===== src/hw/uesc_defines.vh =====
// register offsets, field positions, reset values and timing counts of the error/status block
`ifndef UESC_DEFINES_VH
`define UESC_DEFINES_VH

`define UESC_OFS_ERR_FLAGS 4'h0
`define UESC_OFS_ERR_EN 4'h4
`define UESC_OFS_STATUS 4'h8
`define UESC_OFS_CONTROL 4'hC

`define UESC_ERR_PID 0
`define UESC_ERR_TOKEN 1
`define UESC_ERR_DATA_CRC 2
`define UESC_ERR_PARTIAL 3
`define UESC_ERR_TURN 4
`define UESC_ERR_MEM 5
`define UESC_ERR_BUSMX 6
`define UESC_ERR_STUFF 7

`define UESC_STAT_EP_LSB 4
`define UESC_STAT_DIR 3
`define UESC_STAT_ODD 2

`define UESC_CON_J_LINE_STATE_SEEN 7
`define UESC_CON_SE0 6
`define UESC_CON_HOLD 5
`define UESC_CON_BUSRST 4
`define UESC_CON_HOST 3
`define UESC_CON_RESUME 2
`define UESC_CON_BANKRST 1
`define UESC_CON_ENABLE 0

`define UESC_RST_BYTE 8'h00
`define UESC_RST_WORD 32'h0000_0000

`define UESC_CLK_MHZ 50
`define UESC_TURN_NS 1334
`define UESC_TURN_CYC ((`UESC_TURN_NS * `UESC_CLK_MHZ + 999) / 1000)
`define UESC_FRAME_US 1000
`define UESC_FRAME_CYC (`UESC_FRAME_US * `UESC_CLK_MHZ)

`endif


===== src/hw/uesc_top.v =====
// error flags, transfer status fifo and link control register block
// Function
// RL1: device mode token crc5 failure sets bit 1
// RL2: host mode frame-end error sets bit 1
// RL3: pid check failure sets bit 0
// RL4: late grant or truncation sets memory error
// RL5: turnaround timeout after 16 idle bit times
// RL6: eight enables match eight error flag positions
// RL7: enable bit 1 follows bit 1 dual meaning
// RL8: interrupt needs error summary enable too
// RL9: status bits 7-4 hold last endpoint
// RL10: status bit 3 one for transmit
// RL11: status bit 2 one for odd bank
// RL12: status shows four-entry fifo head, clear advances
// RL13: status bits 1-0 and upper read zero
// RL14: read-only bit shows j state seen
// RL15: control bit 6 shows live se0
// RL16: device hold bit set on setup, stalls
// RL17: host bit 5 shows token in progress
// RL18: software checks token busy before next token
// RL19: host drives bus reset while bit 4
// RL20: host enable change resets host logic
// RL21: resume drive; host appends low-speed eop
// RL22: software holds resume 10 or 25 ms
// RL23: error flags clear by writing one
// RL24: only enabled errors set summary flag
// RL25: host sends frame marker every 1 ms
// RL26: bank pointer reset returns banks to even
//
// Implementation choices: the placing of the registers and the plain strobed port.
`default_nettype none
`include "uesc_defines.vh"

module uesc_top #(
  parameter FIFO_DEPTH = 4,
  parameter FRAME_CYC = `UESC_FRAME_CYC,
  parameter TURN_CYC = `UESC_TURN_CYC
) (
  input wire I_CLK,
  input wire I_RST,
  input wire I_CE,
  input wire [3:0] I_ADDR,
  input wire [31:0] I_WDATA,
  input wire I_WR,
  input wire I_RD,
  output reg [31:0] O_RDATA,
  input wire I_DP,
  input wire I_DM,
  input wire I_PID_FAIL,
  input wire I_TOKEN_CRC_FAIL,
  input wire I_DATA_CRC_FAIL,
  input wire I_PARTIAL_BYTE,
  input wire I_BIT_STUFF_FAIL,
  input wire I_BUS_MATRIX_FAIL,
  input wire I_GRANT_LATE,
  input wire I_BUF_TRUNC,
  input wire I_EOP_AWAIT,
  input wire I_RESP_START,
  input wire I_XFER_ACTIVE,
  input wire I_SETUP_RX,
  input wire I_TOKEN_BUSY,
  input wire I_XFER_DONE,
  input wire [3:0] I_XFER_EP,
  input wire I_XFER_TX,
  input wire I_XFER_ODD,
  input wire I_DONE_CLR,
  input wire I_ERR_SUM_EN,
  output reg O_ERR_SUMMARY,
  output reg O_IRQ,
  output reg O_XFER_DONE,
  output reg O_STAT_FULL,
  output reg O_PKT_HOLD,
  output reg O_BUS_RESET_DRIVE,
  output reg O_HOST_LOGIC_RST,
  output reg O_RESUME_DRIVE,
  output reg O_LS_EOP,
  output reg O_BANK_RST,
  output reg O_MODULE_EN,
  output reg O_HOST_MODE,
  output reg O_SOF_SEND
);

  localparam PW = (FIFO_DEPTH > 1) ? $clog2(FIFO_DEPTH) : 1;

  // line pins are asynchronous to the clock
  wire dp_line;
  wire dm_line;
  uesc_sync2 u_sync_dp (
    .i_clk(I_CLK),
    .i_rst(I_RST),
    .i_ce(I_CE),
    .i_d(I_DP),
    .o_q(dp_line)
  );
  uesc_sync2 u_sync_dm (
    .i_clk(I_CLK),
    .i_rst(I_RST),
    .i_ce(I_CE),
    .i_d(I_DM),
    .o_q(dm_line)
  );
  wire j_line_state_seen = dp_line & ~dm_line; // [RL14]
  wire se0_seen = ~dp_line & ~dm_line; // [RL15]

  wire [7:0] err_flags_q;
  reg [7:0] err_en_q;
  reg [5:0] ctrl_q; // bits 5..0 of the control word, bit 5 is the hold bit
  wire host_role_enable = ctrl_q[`UESC_CON_HOST];
  wire wr_flags = I_WR & (I_ADDR == `UESC_OFS_ERR_FLAGS);
  wire wr_en = I_WR & (I_ADDR == `UESC_OFS_ERR_EN);
  wire wr_ctrl = I_WR & (I_ADDR == `UESC_OFS_CONTROL);
  wire host_toggle = wr_ctrl & (I_WDATA[`UESC_CON_HOST] != host_role_enable);

  // frame marker down-counter, host side only
  reg [31:0] frame_cnt_q;
  wire frame_zero = (frame_cnt_q == 32'h0000_0000);
  wire sof_run = host_role_enable & ctrl_q[`UESC_CON_ENABLE];
  always @(posedge I_CLK) begin
    if (I_RST) begin
      frame_cnt_q <= `UESC_RST_WORD;
      O_SOF_SEND <= 1'b0;
    end else if (I_CE) begin
      O_SOF_SEND <= 1'b0;
      if (host_toggle | ~sof_run) begin // [RL20]
        frame_cnt_q <= FRAME_CYC - 1;
      end else if (frame_zero) begin
        frame_cnt_q <= FRAME_CYC - 1; // [RL25]
        O_SOF_SEND <= 1'b1; // [RL25]
      end else begin
        frame_cnt_q <= frame_cnt_q - 32'h0000_0001;
      end
    end
  end

  // turnaround watch: idle bit times since an end-of-packet awaiting a reply
  reg turn_wait_q;
  reg [15:0] turn_cnt_q;
  reg turn_hit;
  always @(posedge I_CLK) begin
    if (I_RST) begin
      turn_wait_q <= 1'b0;
      turn_cnt_q <= 16'h0000;
    end else if (I_CE) begin
      if (I_EOP_AWAIT) begin
        turn_wait_q <= 1'b1;
        turn_cnt_q <= 16'h0000;
      end else if (I_RESP_START | turn_hit) begin
        turn_wait_q <= 1'b0;
      end else if (turn_wait_q) begin
        turn_cnt_q <= turn_cnt_q + 16'h0001;
      end
    end
  end
  always @* begin
    turn_hit = turn_wait_q & ~I_RESP_START & (turn_cnt_q == TURN_CYC - 1); // [RL5]
  end

  // hardware set events for each flag
  reg [7:0] err_set;
  always @* begin
    err_set = 8'h00;
    err_set[`UESC_ERR_PID] = I_PID_FAIL; // [RL3]
    err_set[`UESC_ERR_TOKEN] = host_role_enable ?
      (frame_zero & sof_run & I_XFER_ACTIVE) : I_TOKEN_CRC_FAIL; // [RL1] [RL2]
    err_set[`UESC_ERR_DATA_CRC] = I_DATA_CRC_FAIL;
    err_set[`UESC_ERR_PARTIAL] = I_PARTIAL_BYTE;
    err_set[`UESC_ERR_TURN] = turn_hit; // [RL5]
    err_set[`UESC_ERR_MEM] = I_GRANT_LATE | I_BUF_TRUNC; // [RL4]
    err_set[`UESC_ERR_BUSMX] = I_BUS_MATRIX_FAIL;
    err_set[`UESC_ERR_STUFF] = I_BIT_STUFF_FAIL;
  end

  wire [7:0] err_clr = wr_flags ? I_WDATA[7:0] : 8'h00;
  genvar fi;
  generate
    for (fi = 0; fi < 8; fi = fi + 1) begin : g_flag
      uesc_flag_bit u_flag (
        .i_clk(I_CLK),
        .i_rst(I_RST),
        .i_ce(I_CE),
        .i_set(err_set[fi]),
        .i_clr(err_clr[fi]), // [RL23]
        .o_flag(err_flags_q[fi])
      );
    end
  endgenerate

  always @(posedge I_CLK) begin
    if (I_RST) begin
      err_en_q <= `UESC_RST_BYTE;
    end else if (I_CE & wr_en) begin
      err_en_q <= I_WDATA[7:0]; // [RL6]
    end
  end

  // summary and interrupt request
  wire err_pending = |(err_flags_q & err_en_q); // [RL6] [RL7] [RL24]
  always @(posedge I_CLK) begin
    if (I_RST) begin
      O_ERR_SUMMARY <= 1'b0;
      O_IRQ <= 1'b0;
    end else if (I_CE) begin
      O_ERR_SUMMARY <= err_pending; // [RL24]
      O_IRQ <= err_pending & I_ERR_SUM_EN; // [RL8]
    end
  end

  // transfer status fifo
  reg [5:0] stat_mem [0:FIFO_DEPTH-1];
  wire [PW-1:0] rd_ptr_q;
  wire [PW-1:0] wr_ptr_q;
  reg [PW:0] count_q;
  localparam [PW:0] DEPTH_W = FIFO_DEPTH;
  wire fifo_empty = (count_q == {(PW+1){1'b0}});
  wire fifo_full = (count_q == DEPTH_W);
  wire push = I_XFER_DONE & ~fifo_full;
  wire pop = I_DONE_CLR & ~fifo_empty; // [RL12]
  wire [5:0] head = stat_mem[rd_ptr_q];
  always @(posedge I_CLK) begin
    if (I_CE & push) begin
      stat_mem[wr_ptr_q] <= {I_XFER_EP, I_XFER_TX, I_XFER_ODD}; // [RL9] [RL10] [RL11]
    end
  end
  uesc_ring_ptr #(
    .DEPTH(FIFO_DEPTH),
    .PW(PW)
  ) u_wr_ptr (
    .i_clk(I_CLK),
    .i_rst(I_RST),
    .i_ce(I_CE),
    .i_step(push),
    .o_ptr(wr_ptr_q)
  );
  uesc_ring_ptr #(
    .DEPTH(FIFO_DEPTH),
    .PW(PW)
  ) u_rd_ptr (
    .i_clk(I_CLK),
    .i_rst(I_RST),
    .i_ce(I_CE),
    .i_step(pop), // [RL12]
    .o_ptr(rd_ptr_q)
  );
  always @(posedge I_CLK) begin
    if (I_RST) begin
      count_q <= {(PW+1){1'b0}};
      O_XFER_DONE <= 1'b0;
      O_STAT_FULL <= 1'b0;
    end else if (I_CE) begin
      if (push & ~pop) begin
        count_q <= count_q + 1'b1;
        O_XFER_DONE <= 1'b1;
        O_STAT_FULL <= (count_q == FIFO_DEPTH - 1);
      end else if (pop & ~push) begin
        count_q <= count_q - 1'b1;
        O_XFER_DONE <= (count_q != 1);
        O_STAT_FULL <= 1'b0;
      end
    end
  end

  // control register and its side effects
  reg resume_prev_q;
  always @(posedge I_CLK) begin
    if (I_RST) begin
      ctrl_q <= 6'h00;
      resume_prev_q <= 1'b0;
      O_PKT_HOLD <= 1'b0;
      O_BUS_RESET_DRIVE <= 1'b0;
      O_HOST_LOGIC_RST <= 1'b0;
      O_RESUME_DRIVE <= 1'b0;
      O_LS_EOP <= 1'b0;
      O_BANK_RST <= 1'b0;
      O_MODULE_EN <= 1'b0;
      O_HOST_MODE <= 1'b0;
    end else if (I_CE) begin
      if (wr_ctrl) begin
        ctrl_q[4:0] <= I_WDATA[4:0];
        if (host_toggle) begin
          ctrl_q[`UESC_CON_BUSRST] <= 1'b0; // [RL20]
        end
      end
      // hold bit: setup sets it, software clears it, set wins
      if (~host_role_enable & I_SETUP_RX) begin
        ctrl_q[`UESC_CON_HOLD] <= 1'b1; // [RL16]
      end else if (wr_ctrl) begin
        ctrl_q[`UESC_CON_HOLD] <= I_WDATA[`UESC_CON_HOLD] & ctrl_q[`UESC_CON_HOLD]; // [RL16]
      end
      resume_prev_q <= ctrl_q[`UESC_CON_RESUME];
      O_PKT_HOLD <= ~host_role_enable &
        (ctrl_q[`UESC_CON_HOLD] | I_SETUP_RX); // [RL16]
      O_BUS_RESET_DRIVE <= host_role_enable & ctrl_q[`UESC_CON_BUSRST]; // [RL19]
      O_HOST_LOGIC_RST <= host_toggle; // [RL20]
      O_RESUME_DRIVE <= ctrl_q[`UESC_CON_RESUME]; // [RL21]
      O_LS_EOP <= host_role_enable & resume_prev_q & ~ctrl_q[`UESC_CON_RESUME]; // [RL21]
      O_BANK_RST <= ctrl_q[`UESC_CON_BANKRST]; // [RL26]
      O_MODULE_EN <= ~host_role_enable & ctrl_q[`UESC_CON_ENABLE];
      O_HOST_MODE <= host_role_enable;
    end
  end

  // register read port, data one cycle after the strobe
  reg [7:0] rd_byte;
  always @* begin
    rd_byte = 8'h00;
    if (I_ADDR == `UESC_OFS_ERR_FLAGS) begin
      rd_byte = err_flags_q;
    end else if (I_ADDR == `UESC_OFS_ERR_EN) begin
      rd_byte = err_en_q;
    end else if (I_ADDR == `UESC_OFS_STATUS) begin
      rd_byte = {head, 2'b00}; // [RL9] [RL10] [RL11] [RL13]
    end else if (I_ADDR == `UESC_OFS_CONTROL) begin
      rd_byte = {j_line_state_seen, se0_seen, // [RL14] [RL15]
        host_role_enable ? I_TOKEN_BUSY : ctrl_q[`UESC_CON_HOLD], // [RL17]
        ctrl_q[4:0]};
    end
  end
  always @(posedge I_CLK) begin
    if (I_RST) begin
      O_RDATA <= `UESC_RST_WORD;
    end else if (I_CE) begin
      O_RDATA <= I_RD ? {24'h00_0000, rd_byte} : `UESC_RST_WORD; // [RL13]
    end
  end

endmodule // uesc_top

// two-stage synchroniser for one asynchronous line
module uesc_sync2 (
  input wire i_clk,
  input wire i_rst,
  input wire i_ce,
  input wire i_d,
  output reg o_q
);

  reg s1_q;

  always @(posedge i_clk) begin
    if (i_rst) begin
      s1_q <= 1'b0;
      o_q <= 1'b0;
    end else if (i_ce) begin
      s1_q <= i_d;
      o_q <= s1_q;
    end
  end

endmodule // uesc_sync2

// one error flag: hardware set, write-one clear, set wins
module uesc_flag_bit (
  input wire i_clk,
  input wire i_rst,
  input wire i_ce,
  input wire i_set,
  input wire i_clr,
  output reg o_flag
);

  always @(posedge i_clk) begin
    if (i_rst) begin
      o_flag <= 1'b0;
    end else if (i_ce) begin
      if (i_set) begin
        o_flag <= 1'b1; // [RL23]
      end else if (i_clr) begin
        o_flag <= 1'b0; // [RL23]
      end
    end
  end

endmodule // uesc_flag_bit

// ring pointer that wraps after depth entries
module uesc_ring_ptr #(
  parameter DEPTH = 4,
  parameter PW = 2
) (
  input wire i_clk,
  input wire i_rst,
  input wire i_ce,
  input wire i_step,
  output reg [PW-1:0] o_ptr
);

  always @(posedge i_clk) begin
    if (i_rst) begin
      o_ptr <= {PW{1'b0}};
    end else if (i_ce & i_step) begin
      if (o_ptr == DEPTH - 1) begin
        o_ptr <= {PW{1'b0}};
      end else begin
        o_ptr <= o_ptr + 1'b1;
      end
    end
  end

endmodule // uesc_ring_ptr
`default_nettype wire


===== config.mk =====
export PLATFORM = sky130hd
export DESIGN_NAME = uesc_top
export DESIGN_NICKNAME = d
export VERILOG_FILES = /design/src/hw/uesc_top.v
export VERILOG_INCLUDE_DIRS = /design/src /design/src/hw
export SDC_FILE = /design/constraint.sdc
export NUM_CORES = 1
export LEC_CHECK = 0
export BUFFER_PORTS_ARGS = -buffer_cell sky130_fd_sc_hd__buf_2
export CORE_MARGIN = 4
export CORE_UTILIZATION = 56
export CTS_BUF_LIST = sky130_fd_sc_hd__clkbuf_16
export DETAILED_ROUTE_END_ITERATION = 16
export PLACE_DENSITY = 0.76
export SLEW_MARGIN = 25
export SYNTH_ARGS = -nofsm -noshare
export SYNTH_HDL_FRONTEND = slang
export SYNTH_SLANG_ARGS = --single-unit

===== constraint.sdc =====
create_clock -name I_CLK -period 3.3 [get_ports I_CLK]
set_input_delay 0.165 -clock I_CLK [delete_from_list [all_inputs] [get_ports I_CLK]]
set_output_delay 0.165 -clock I_CLK [all_outputs]
set_load 0.005 [all_outputs]

==> impl_results.md, run 1 <==
* RSZ-0062 raised after global routing: false
* Setup_tns at 0 ns
* Chip height at about 110 µm
* Synth Cell Area at between 6000 and 7000 µm²
* CP endpoint kind: flip-flop
* Pre-antenna DRT Iters at 6
* Depth of the CTS H-tree at 4
* # DRC at 0
* Total Power at 3.81 mW
* Clk sink count at about 130
* Startpoint types: flip-flop
* Post-CTS Setup Bufs at 0
* Kind of critical path: reg -> reg
* Yosys cell types at 60
* Combinational power share at under 10%
* Worst path required time at between 3 and 4 ns
* Setup Skew at roughly 0.0058 ns
* Async set-reset flop share out of synthesis at 0%
* Per-cell routed wire length at 16.8 µm
* Initial antenna violation count at 0
* Ant. Diodes at 0
* # IOs at 110
* CP max-delay cell: or4b_1
* M1 GR Usage at between 30% and 40%
* Crit path DAT at roughly 3.0 ns
* Min Clock Period, post-route at 2.63 ns
* Cells after Synth at 701
* Buffers added on ports at just over 60
* Placer Congestion at between 0.8 and 0.9
* Hold Crit Class: in -> reg
* DRT Wirelength at around 15 mm
* Power Internal at 2.83 mW
* Sw power at between 0.9 and 1 mW
* Outcome: completed
* Initial Util at a little under 60%
* CP Cell Sequence: inv_1 -> ha_1 -> or4b_1 -> nor3_1 -> buf_4 -> a41oi_1 -> buf_4 -> a41oi_1 -> a21boi_0
* Total die area at ~13,000 µm²
* Post-synth top area share at approximately 33%
* Register area share after synthesis at ~45%
* Measured slew at the worst slew-check pin at between 1 and 1.5 ns
* Max Fanout on Critical Path at 16
* Clock share of power at 45.5%
* Area Growth Syn to Fin at 14.9%
* CP delay by family, top: simple AND/OR/NAND/NOR gates
* Finished Core Util at 66.5%
* Final hold vios at 0
* Vias per inst at roughly 6
* LEAKAGE at around 2.8 nW
* Global routing's busiest layer: met2
* Total global-route track usage at 24.2%
* GRT Residual Overflow at 0
* Final setup fails at 0
* Worst-path clk slew at around 0.06 ns
* Iter 0 DRT Violations at 550
* Clock Tree Buf Depth at 2
* Post-synth EDFFs at 24
* Largest net degree at the start of global routing at 85
* Max_cap viols at 0
* Hold Path Cell Cnt at 3
* Slew Limit Fails at 0
* Switching Fraction at between 20% and 30%
* Instance count on the critical path at 9
* Largest area contributor in the netlist: dfxtp_1
* Met3 usage at 6.92%
* First-pass GRT wire length at 25.4 mm
* Number of synthesized register bits at 129
* Register-to-register setup slack at between 0.6 and 0.7 ns
* Vias at about 5,400
* Global Route met2 Usage at approximately two fifths
* Die width at roughly 110 µm
* Fill count at roughly 850
* Largest cells by area after synthesis: dfxtp_1 (33%), edfxtp_1 (11%), a21oi_1 (4.2%)
* Maximum VDD drop at between 0.0005 and 0.0006 V
* Rows at 38
* Layout cells sized above 1 at 14.8%
* Power Dens Cells at 524 nW/µm²
* Vias in the first global route at approximately 5,200
* Layout Nets at about 840
* Clock root buffer master: clkbuf_16
* Sequential power share at roughly 45%
* Placed Cells at 870
* Avg Cell Area, Syn at roughly 9 µm²
* Clock buffer count from CTS at 17
* Max Freq at 0.380 GHz
* Clock Latency Late Sink at 0.42 ns
* CTS tree: built
* Buf/Inv on CP at 3
* Cells on worst reg2reg path at 9
* WHS at between 0.01 and 0.015 ns
* Main synth FF type: dfxtp_1
* Final period util at approximately 80%
* Critical Path Max Stage Delay at approximately 0.57 ns
* Relative slew slack at 29.5%
* ANT nets after route at 0
* Core area at around 11,000 µm²
* Commonest cells in the netlist: dfxtp_1 (105), nor2_1 (68), nand2_1 (66)
* Top-count cell post-synth: dfxtp_1
* DP HPWL at approximately 10 mm
* Fin cells at between 900 and 1,000
* Yosys warnings at 0
## cell type report
type / instances / area [µm²] / share of cell area, %
Timing Repair Buffer: 78 / 465 / 6.40
Sequential cell: 129 / 2820 / 38.8
Inverter: 22 / 82.6 / 1.14
Clock buffer: 17 / 425 / 5.85
Tap cell: 140 / 175 / 2.41
Multi-Input combinational cell: 509 / 3180 / 43.7
Clock inverter: 15 / 124 / 1.70
## path summary, 6_finish.rpt
path | start | to
worst max-delay path | frame_cnt_q[0] | frame_cnt_q[3]
worst min-delay path | I_DP | u_sync_dp.s1_q
worst min register to register | O_RDATA[0] | O_RDATA[0]
worst max register to register | frame_cnt_q[0] | frame_cnt_q[3]
## flip-flops by register name, summed over array words and instances, names as in the netlist, 2 cells and up, named ones only
register              count
err_en_q                  8
stat_mem                 24
frame_cnt_q              32
turn_cnt_q               16
ctrl_q                    6
O_RDATA                   8
g_flag.u_flag.o_flag      8
u_rd_ptr.o_ptr            2
u_wr_ptr.o_ptr            2
count_q                   3
## power groups by stage
stage | combinational, mW | sequential, mW | clock, mW
after global routing | 0.425 | 1.71 | 1.84
after global placement | 0.350 | 1.73 | 0
after detailed placement | 0.365 | 1.73 | 0
final | 0.378 | 1.70 | 1.73
after CTS | 0.376 | 1.70 | 1.76
after floorplan | 0.289 | 1.72 | 0
## stage by stage
step	worst slack, ns	area, µm²
final	0.671	7270
after floorplan	0.977	6420
after global routing	0.482	7270
after global placement	0.759	6640
after detailed placement	0.744	6640
after CTS	0.709	7270
## worst min-delay path: stages
cell and delay (ns):
buf_2 0.08, mux2i_1 0.06, nor2_1 0.09
## metal layers
metal | routed length, µm | part of all wire [%]
met2 | 7420 | 49
met3 | 1040 | 6.8
met5 | 0 | 0
met1 | 6580 | 43
met4 | 216 | 1.4
## logic make-up after synthesis
group	synth area share (%)
buffers and inverters	6.58
other	0.0592
DFF	44.6
AOI/OAI and AO/OA	16.1
adders and majority gates	2.77
muxes	6.44
xor gates and xnor gates	1.38
and+or+nand+nor	22.1
## repair_timing
item	in CTS	in global routing
hold endpoints to repair	26	0
gates resized for setup	0	0
hold buffers	8	0
## placed cells by master, fill, tap and decap left out, drive strengths merged, types with 5 or more instances in the layout
| master | instances |
|---|---|
| nor3 | 18 |
| or4 | 20 |
| a41o | 5 |
| clkinvlp | 5 |
| dlygate4sd3 | 8 |
| nor4 | 12 |
| nor2 | 68 |
| and2 | 6 |
| ha | 14 |
| nand4 | 16 |
| or3 | 10 |
| buf | 70 |
| xor2 | 5 |
| a22oi | 13 |
| mux2i | 25 |
| edfxtp | 24 |
| clkbuf | 17 |
| dfxtp | 105 |
| inv | 24 |
| a31oi | 19 |
| nand3 | 21 |
| a21oi | 53 |
| o31ai | 8 |
| and3 | 8 |
| nand2 | 66 |
| mux4 | 6 |
| clkinv | 7 |
| conb | 24 |
| xnor2 | 5 |
| o21ai | 28 |
No activity file was read; power rests on OpenSTA's default activity.
==> inputs of run 2 (changes only) <==
ABC_AREA = 1   (was default)
CORE_UTILIZATION = 57   (was 56)
clock period = 2.75 ns   (was 3.3 ns; I/O delays follow)
==> impl_results.md, run 2 <==
* Commonest non-fill, non-tap cell in the layout: nand2_1
* Layout Nets at ~1,100
* Startpoint types: flip-flop
* Switching Fraction at approximately a quarter
* Outcome: completed
* Iter 0 DRT Violations at ~550
* RSZ-0062 raised after global routing: false
* Total die area at approximately 14,000 µm²
* GRT Residual Overflow at 0
* Crit path DAT at 2.14 ns
* Pre-antenna DRT Iters at 5
* Largest net degree at the start of global routing at 61
* Setup_tns at 0 ns
* Final setup fails at 0
* Die width at 117 µm
* Initial Util at 58.7%
* Register area share after synthesis at a little over two fifths
* Synth Cell Area at roughly 6700 µm²
* Ant. Diodes at 0
* Yosys warnings at 0
* Buffers added on ports at 61
* Commonest non-fill, non-tap cells in the layout: nand2_1 (203), nor2_1 (116), dfxtp_1 (105)
* Post-synth EDFFs at 24
* Rows at 39
* Relative slew slack at roughly 54%
* Worst path required time at around 2.8 ns
* Vias in the first global route at about 5,800
* Max_cap viols at 0
* CP endpoint kind: flip-flop
* Clock root buffer master: clkbuf_16
* Final hold vios at 0
* Clock share of power at about 49%
* Async set-reset flop share out of synthesis at 0%
* Yosys cell types at 41
* Largest cells by area after synthesis: dfxtp_1 (31%), nand2_1 (11%), edfxtp_1 (11%)
* Vias per inst at 5.28
* Max Fanout on Critical Path at 8
* Top-count cell post-synth: nand2_1
* Placed Cells at 1,102
* CTS tree: built
* Fill count at a little under 1,000
* Largest Register: frame_cnt_q
* Placer Congestion at slightly below 0.9
* # DRC at 0
* Post-synth top area share at 31.2%
* # IOs at 110
* Final period util at about three quarters
* Avg Cell Area, Syn at 7.30 µm²
* Min Clock Period, post-route at between 2 and 2.5 ns
* Max Freq at 0.480 GHz
* Combinational power share at under 10%
* Main synth FF type: dfxtp_1
* Power Internal at roughly 3.7 mW
* Layout cells sized above 1 at 12.9%
* CP max-delay cell: nor2_1
* Clock buffer count from CTS at 17
* Power Dens Cells at 623 nW/µm²
* Per-cell routed wire length at around 14 µm
* Sequential power share at 42.0%
* Total global-route track usage at between 20% and 30%
* First-pass GRT wire length at approximately 27 mm
* Total Power at between 4 and 5 mW
* DP HPWL at about 11 mm
* Core area at about 11,000 µm²
* Chip height at about 120 µm
* Initial antenna violation count at 0
* Kind of critical path: reg -> reg
* CP Cell Sequence: inv_1 -> ha_1 -> a21boi_0 -> nand2_1 -> nor2_1
* Hold Crit Class: in -> reg
* Largest area contributor in the netlist: dfxtp_1
* DRT Wirelength at between 15 and 20 mm
* Commonest cells in the netlist: nand2_1 (203), nor2_1 (116), dfxtp_1 (105)
* Clk sink count at between 100 and 150
* Number of synthesized register bits at between 100 and 150
* ANT nets after route at 0
* Measured slew at the worst slew-check pin at approximately 0.7 ns
* Area Growth Syn to Fin at 15.9%
* Top flop regs: frame_cnt_q (32), stat_mem (24), turn_cnt_q (16)
* Critical Path Max Stage Delay at roughly 0.51 ns
* Cells after Synth at 922
* Maximum VDD drop at approximately 0.00085 V
* Depth of the CTS H-tree at 4
* Max reg flops at 32
* Sw power at approximately 1.2 mW
* Fin cells at between 1,000 and 1,500
* Setup Skew at 0.0107 ns
* Slew Limit Fails at 0
* LEAKAGE at 3.28 nW
* Vias at between 6,000 and 7,000
* Clock Tree Buf Depth at 2
* Clock Latency Late Sink at ~0.42 ns
* Worst-path clk slew at about 0.06 ns
-- run 2: cell types whose count changed after synthesis, moves of 17 or more --
cell,before,now
nand3_1,21,69
a31oi_1,19,2
o21ai_0,28,54
mux2i_1,25,0
a21oi_1,53,101
inv_1,22,86
nor2_1,68,116
nand2_1,66,203
or4_1,20,0
-- run 2: layout make-up --
cell class,instances,area [µm²],area share (%)
clock buffer,17,425,5.46
clock inverter,15,194,2.49
inverter,90,338,4.33
multi-input combinational,672,3320,42.6
sequential,129,2820,36.2
tap,143,179,2.29
timing repair buffer,84,518,6.64
-- run 2: cell families after synthesis --
family                   share of synthesized area [%]
AO/OA/AOI/OAI                                     13.8
XOR/XNOR                                          2.60
adder cells (fa/ha/maj)                           2.60
buffers and inverters                             10.0
flip-flops                                        41.9
other                                           0.0557
AND/OR/NAND/NOR                                   29.0
-- run 2: power by group through the flow --
stage / clock [mW] / sequential (mW) / combinational [mW]
after floorplan: 0 / 2.06 / 0.339
final: 2.36 / 2.04 / 0.463
after CTS: 2.37 / 2.04 / 0.460
after global routing: 2.46 / 2.05 / 0.527
after global placement: 0 / 2.08 / 0.423
after detailed placement: 0 / 2.08 / 0.434
-- run 2: layer usage --
metal	vias to the layer above	track usage (%)	part of all wire, %
li1	3118	-	-
met1	2801	31.2	44
met2	133	43.6	50
met3	25	5.28	4.4
met4	0	8.64	1.5
met5	-	0	0
-- run 2: what timing repair did --
| action | in CTS | in global routing |
|---|---|---|
| buffers inserted | 0 | 0 |
| endpoints found under the hold margin | 33 | 0 |
| hold buffers | 16 | 0 |
| gates resized for setup | 0 | 0 |
-- run 2: worst paths after layout --
kind,to,from,depth (start not counted),slack (ns)
hold reg to reg,O_RDATA[5],O_RDATA[5],2,0.46
setup / recovery,stat_mem[1][3],count_q[0],5,0.67
setup reg to reg,stat_mem[1][3],count_q[0],5,0.67
hold / removal,g_flag[6].u_flag.o_flag,I_WDATA[6],4,0.02
-- run 2: stage by stage --
stage,utilization [%],cell area [µm²],setup WS [ns],hold slack (ns)
finish,68.0,7800,0.669,0.0166
CTS,68.0,7800,0.641,0.00100
floorplan,-,6820,0.974,0.236
global route,68.0,7800,0.468,0.0148
global placement,61.2,7020,0.728,0.353
detailed placement,61.2,7020,0.670,0.364
-- run 2: worst max-delay path: cells and delay by family, from the launching register on --
family / cells / cell delay (ns)
buffers and inverters: 1 / 0.10
adders and majority gates: 1 / 0.22
AOI/OAI and AO/OA: 1 / 0.29
DFF: 1 / 0.36
and+or+nand+nor: 2 / 0.75
==> inputs of run 3 (changes only) <==
ABC_AREA = 0   (was 1)
CORE_UTILIZATION = 56   (was 57)
clock period = 2 ns   (was 2.75 ns; I/O delays follow)
==> impl_results.md, run 3 (synthesis results as in run 1) <==
* Kind of critical path: reg -> reg
* Critical Path Max Stage Delay at between 0.5 and 0.6 ns
* Iter 0 DRT Violations at about 700
* Cells on worst reg2reg path at 7
* Worst-path clk slew at roughly 0.06 ns
* Total global-route track usage at a little over a quarter
* First-pass GRT wire length at about 28 mm
* Vias in the first global route at roughly 5,700
* Clock Tree Buf Depth at 2
* Largest Register: frame_cnt_q
* DRT Wirelength at 17.9 mm
* Power Dens Cells at between 700 and 800 nW/µm²
* Startpoint types: flip-flop
* Worst min-delay path startpoint: I_WR
* Ant. Diodes at 0
* Final setup fails at 29
* CP endpoint kind: flip-flop
* Largest net degree at the start of global routing at 85
* Total Power at around 6.5 mW
* CP max-delay cell: or4b_4
* Buffers added on ports at 61
* Vias per inst at a little over 6
* ANT nets after route at 0
* Max Fanout on Critical Path at 4
* DP HPWL at approximately 11 mm
* Clock Latency Late Sink at 0.43 ns
* # DRC at 0
* Maximum VDD drop at around 0.00077 V
* # IOs at 110
* Setup Skew at ~0.009 ns
* R2r startpoint: frame_cnt_q[1]
* Commonest non-fill, non-tap cell in the layout: dfxtp_1
* Top flop regs: frame_cnt_q (32), stat_mem (24), turn_cnt_q (16)
* Pre-antenna DRT Iters at 5
* Per-cell routed wire length at 18.0 µm
* Hold Crit Class: in -> reg
* Initial antenna violation count at 0
* Max Freq at around 0.44 GHz
* Depth of the CTS H-tree at 4
* LEAKAGE at about 3.3 nW
* Min Clock Period, post-route at approximately 2.3 ns
* Slew Limit Fails at 0
* Relative slew slack at 57.1%
* Core area at between 10,000 and 15,000 µm²
* Final period util at 114%
* Vias at ~6,100
* Measured slew at the worst slew-check pin at between 0.6 and 0.7 ns
* Final hold vios at 0
* Total die area at around 13,000 µm²
* Final worst slack at -0.282 ns
* Placed Cells at roughly 930
* Rows at 38
* Initial Util at about 58%
* DP Area at 7110 µm²
* RSZ-0062 raised after global routing: true
* Chip height at 114 µm
* Buf/Inv on CP at 1
* Die width at 114 µm
* CTS tree: built
* Worst Setup SP: frame_cnt_q[1]
* CP delay by family, top: simple AND/OR/NAND/NOR gates
* Placer Congestion at around 0.87
* Clk sink count at around 130
* Setup_tns at -4.51 ns
* GRT Residual Overflow at 0
* Fin area at ~8300 µm²
* Hold Path Cell Cnt at 3
* Layout cells sized above 1 at between 20 and 30%
* Crit path DAT at approximately 2.6 ns
* Fin cells at about 1,000
* WHS at about 0.04 ns
* Violated checks: negative setup slack
* Layout Nets at 923
* Worst path required time at about 2.4 ns
* Register-to-register setup slack at -0.28 ns
* CP Cell Sequence: inv_2 -> ha_4 -> or4b_4 -> or3_4 -> nor4_4 -> or4b_1 -> a31oi_1
* Clock buffer count from CTS at 17
* Clock root buffer master: clkbuf_16
* Commonest non-fill, non-tap cells in the layout: dfxtp_1 (102), nand2_1 (66), nor2_1 (66)
* Area Growth Syn to Fin at 31.3%
* Max reg flops at 32
* Outcome: finished with violations
* Instance count on the critical path at 7
* Max_cap viols at 0
## run 3: per-layer routing
metal | up-vias | GRT usage, % | share of wire (%)
met2 | 333 | 43.6 | 49
met5 | - | 0 | 0
met1 | 2910 | 33.9 | 40
met4 | 0 | 10.4 | 2.5
met3 | 54 | 6.98 | 7.9
li1 | 2842 | - | -
## run 3: timing repair
| item | in CTS | in global routing |
|---|---|---|
| setup buffers | 1 | 11 |
| setup endpoints to repair | 27 | 44 |
| pin swaps | 1 | 37 |
| hold buffers | 27 | 0 |
| endpoints found under the hold margin | 49 | 0 |
| resized for setup | 4 | 66 |
| gates cloned | 0 | 1 |
## run 3: through the flow
stage	utilization, %	worst slack, ns
2_1_floorplan	-	-0.222
3_3_place_gp	65.0	-0.150
3_5_place_dp	65.0	-0.219
4_1_cts	72.9	-0.191
5_1_grt	76.0	-0.355
6_report	76.0	-0.282
## run 3: power breakdown
| part | internal (mW) | switching (mW) | leakage, nW |
|---|---|---|---|
| Sequential | 2.73 | 0.0727 | 1.07 |
| Clock | 1.75 | 1.13 | 0.279 |
| Combinational | 0.368 | 0.453 | 1.91 |
## run 3: layout make-up
type	instances	area (µm²)
timing repair buffer	165	1260
sequential	129	2830
multi-input combinational	509	3410
clock inverter	14	103
tap	140	175
fill	730	2620
inverter	22	82.6
clock buffer	18	450
## run 3: path summary, 6_finish.rpt
check	to
hold / removal	O_HOST_LOGIC_RST
setup reg to reg	frame_cnt_q[22]
setup / recovery	frame_cnt_q[22]
hold reg to reg	O_HOST_LOGIC_RST
## run 3: tightest hold or removal path, cell delays in order
cell and delay (ns):
buf_2 0.15, nand4_1 0.11, a21oi_1 0.06
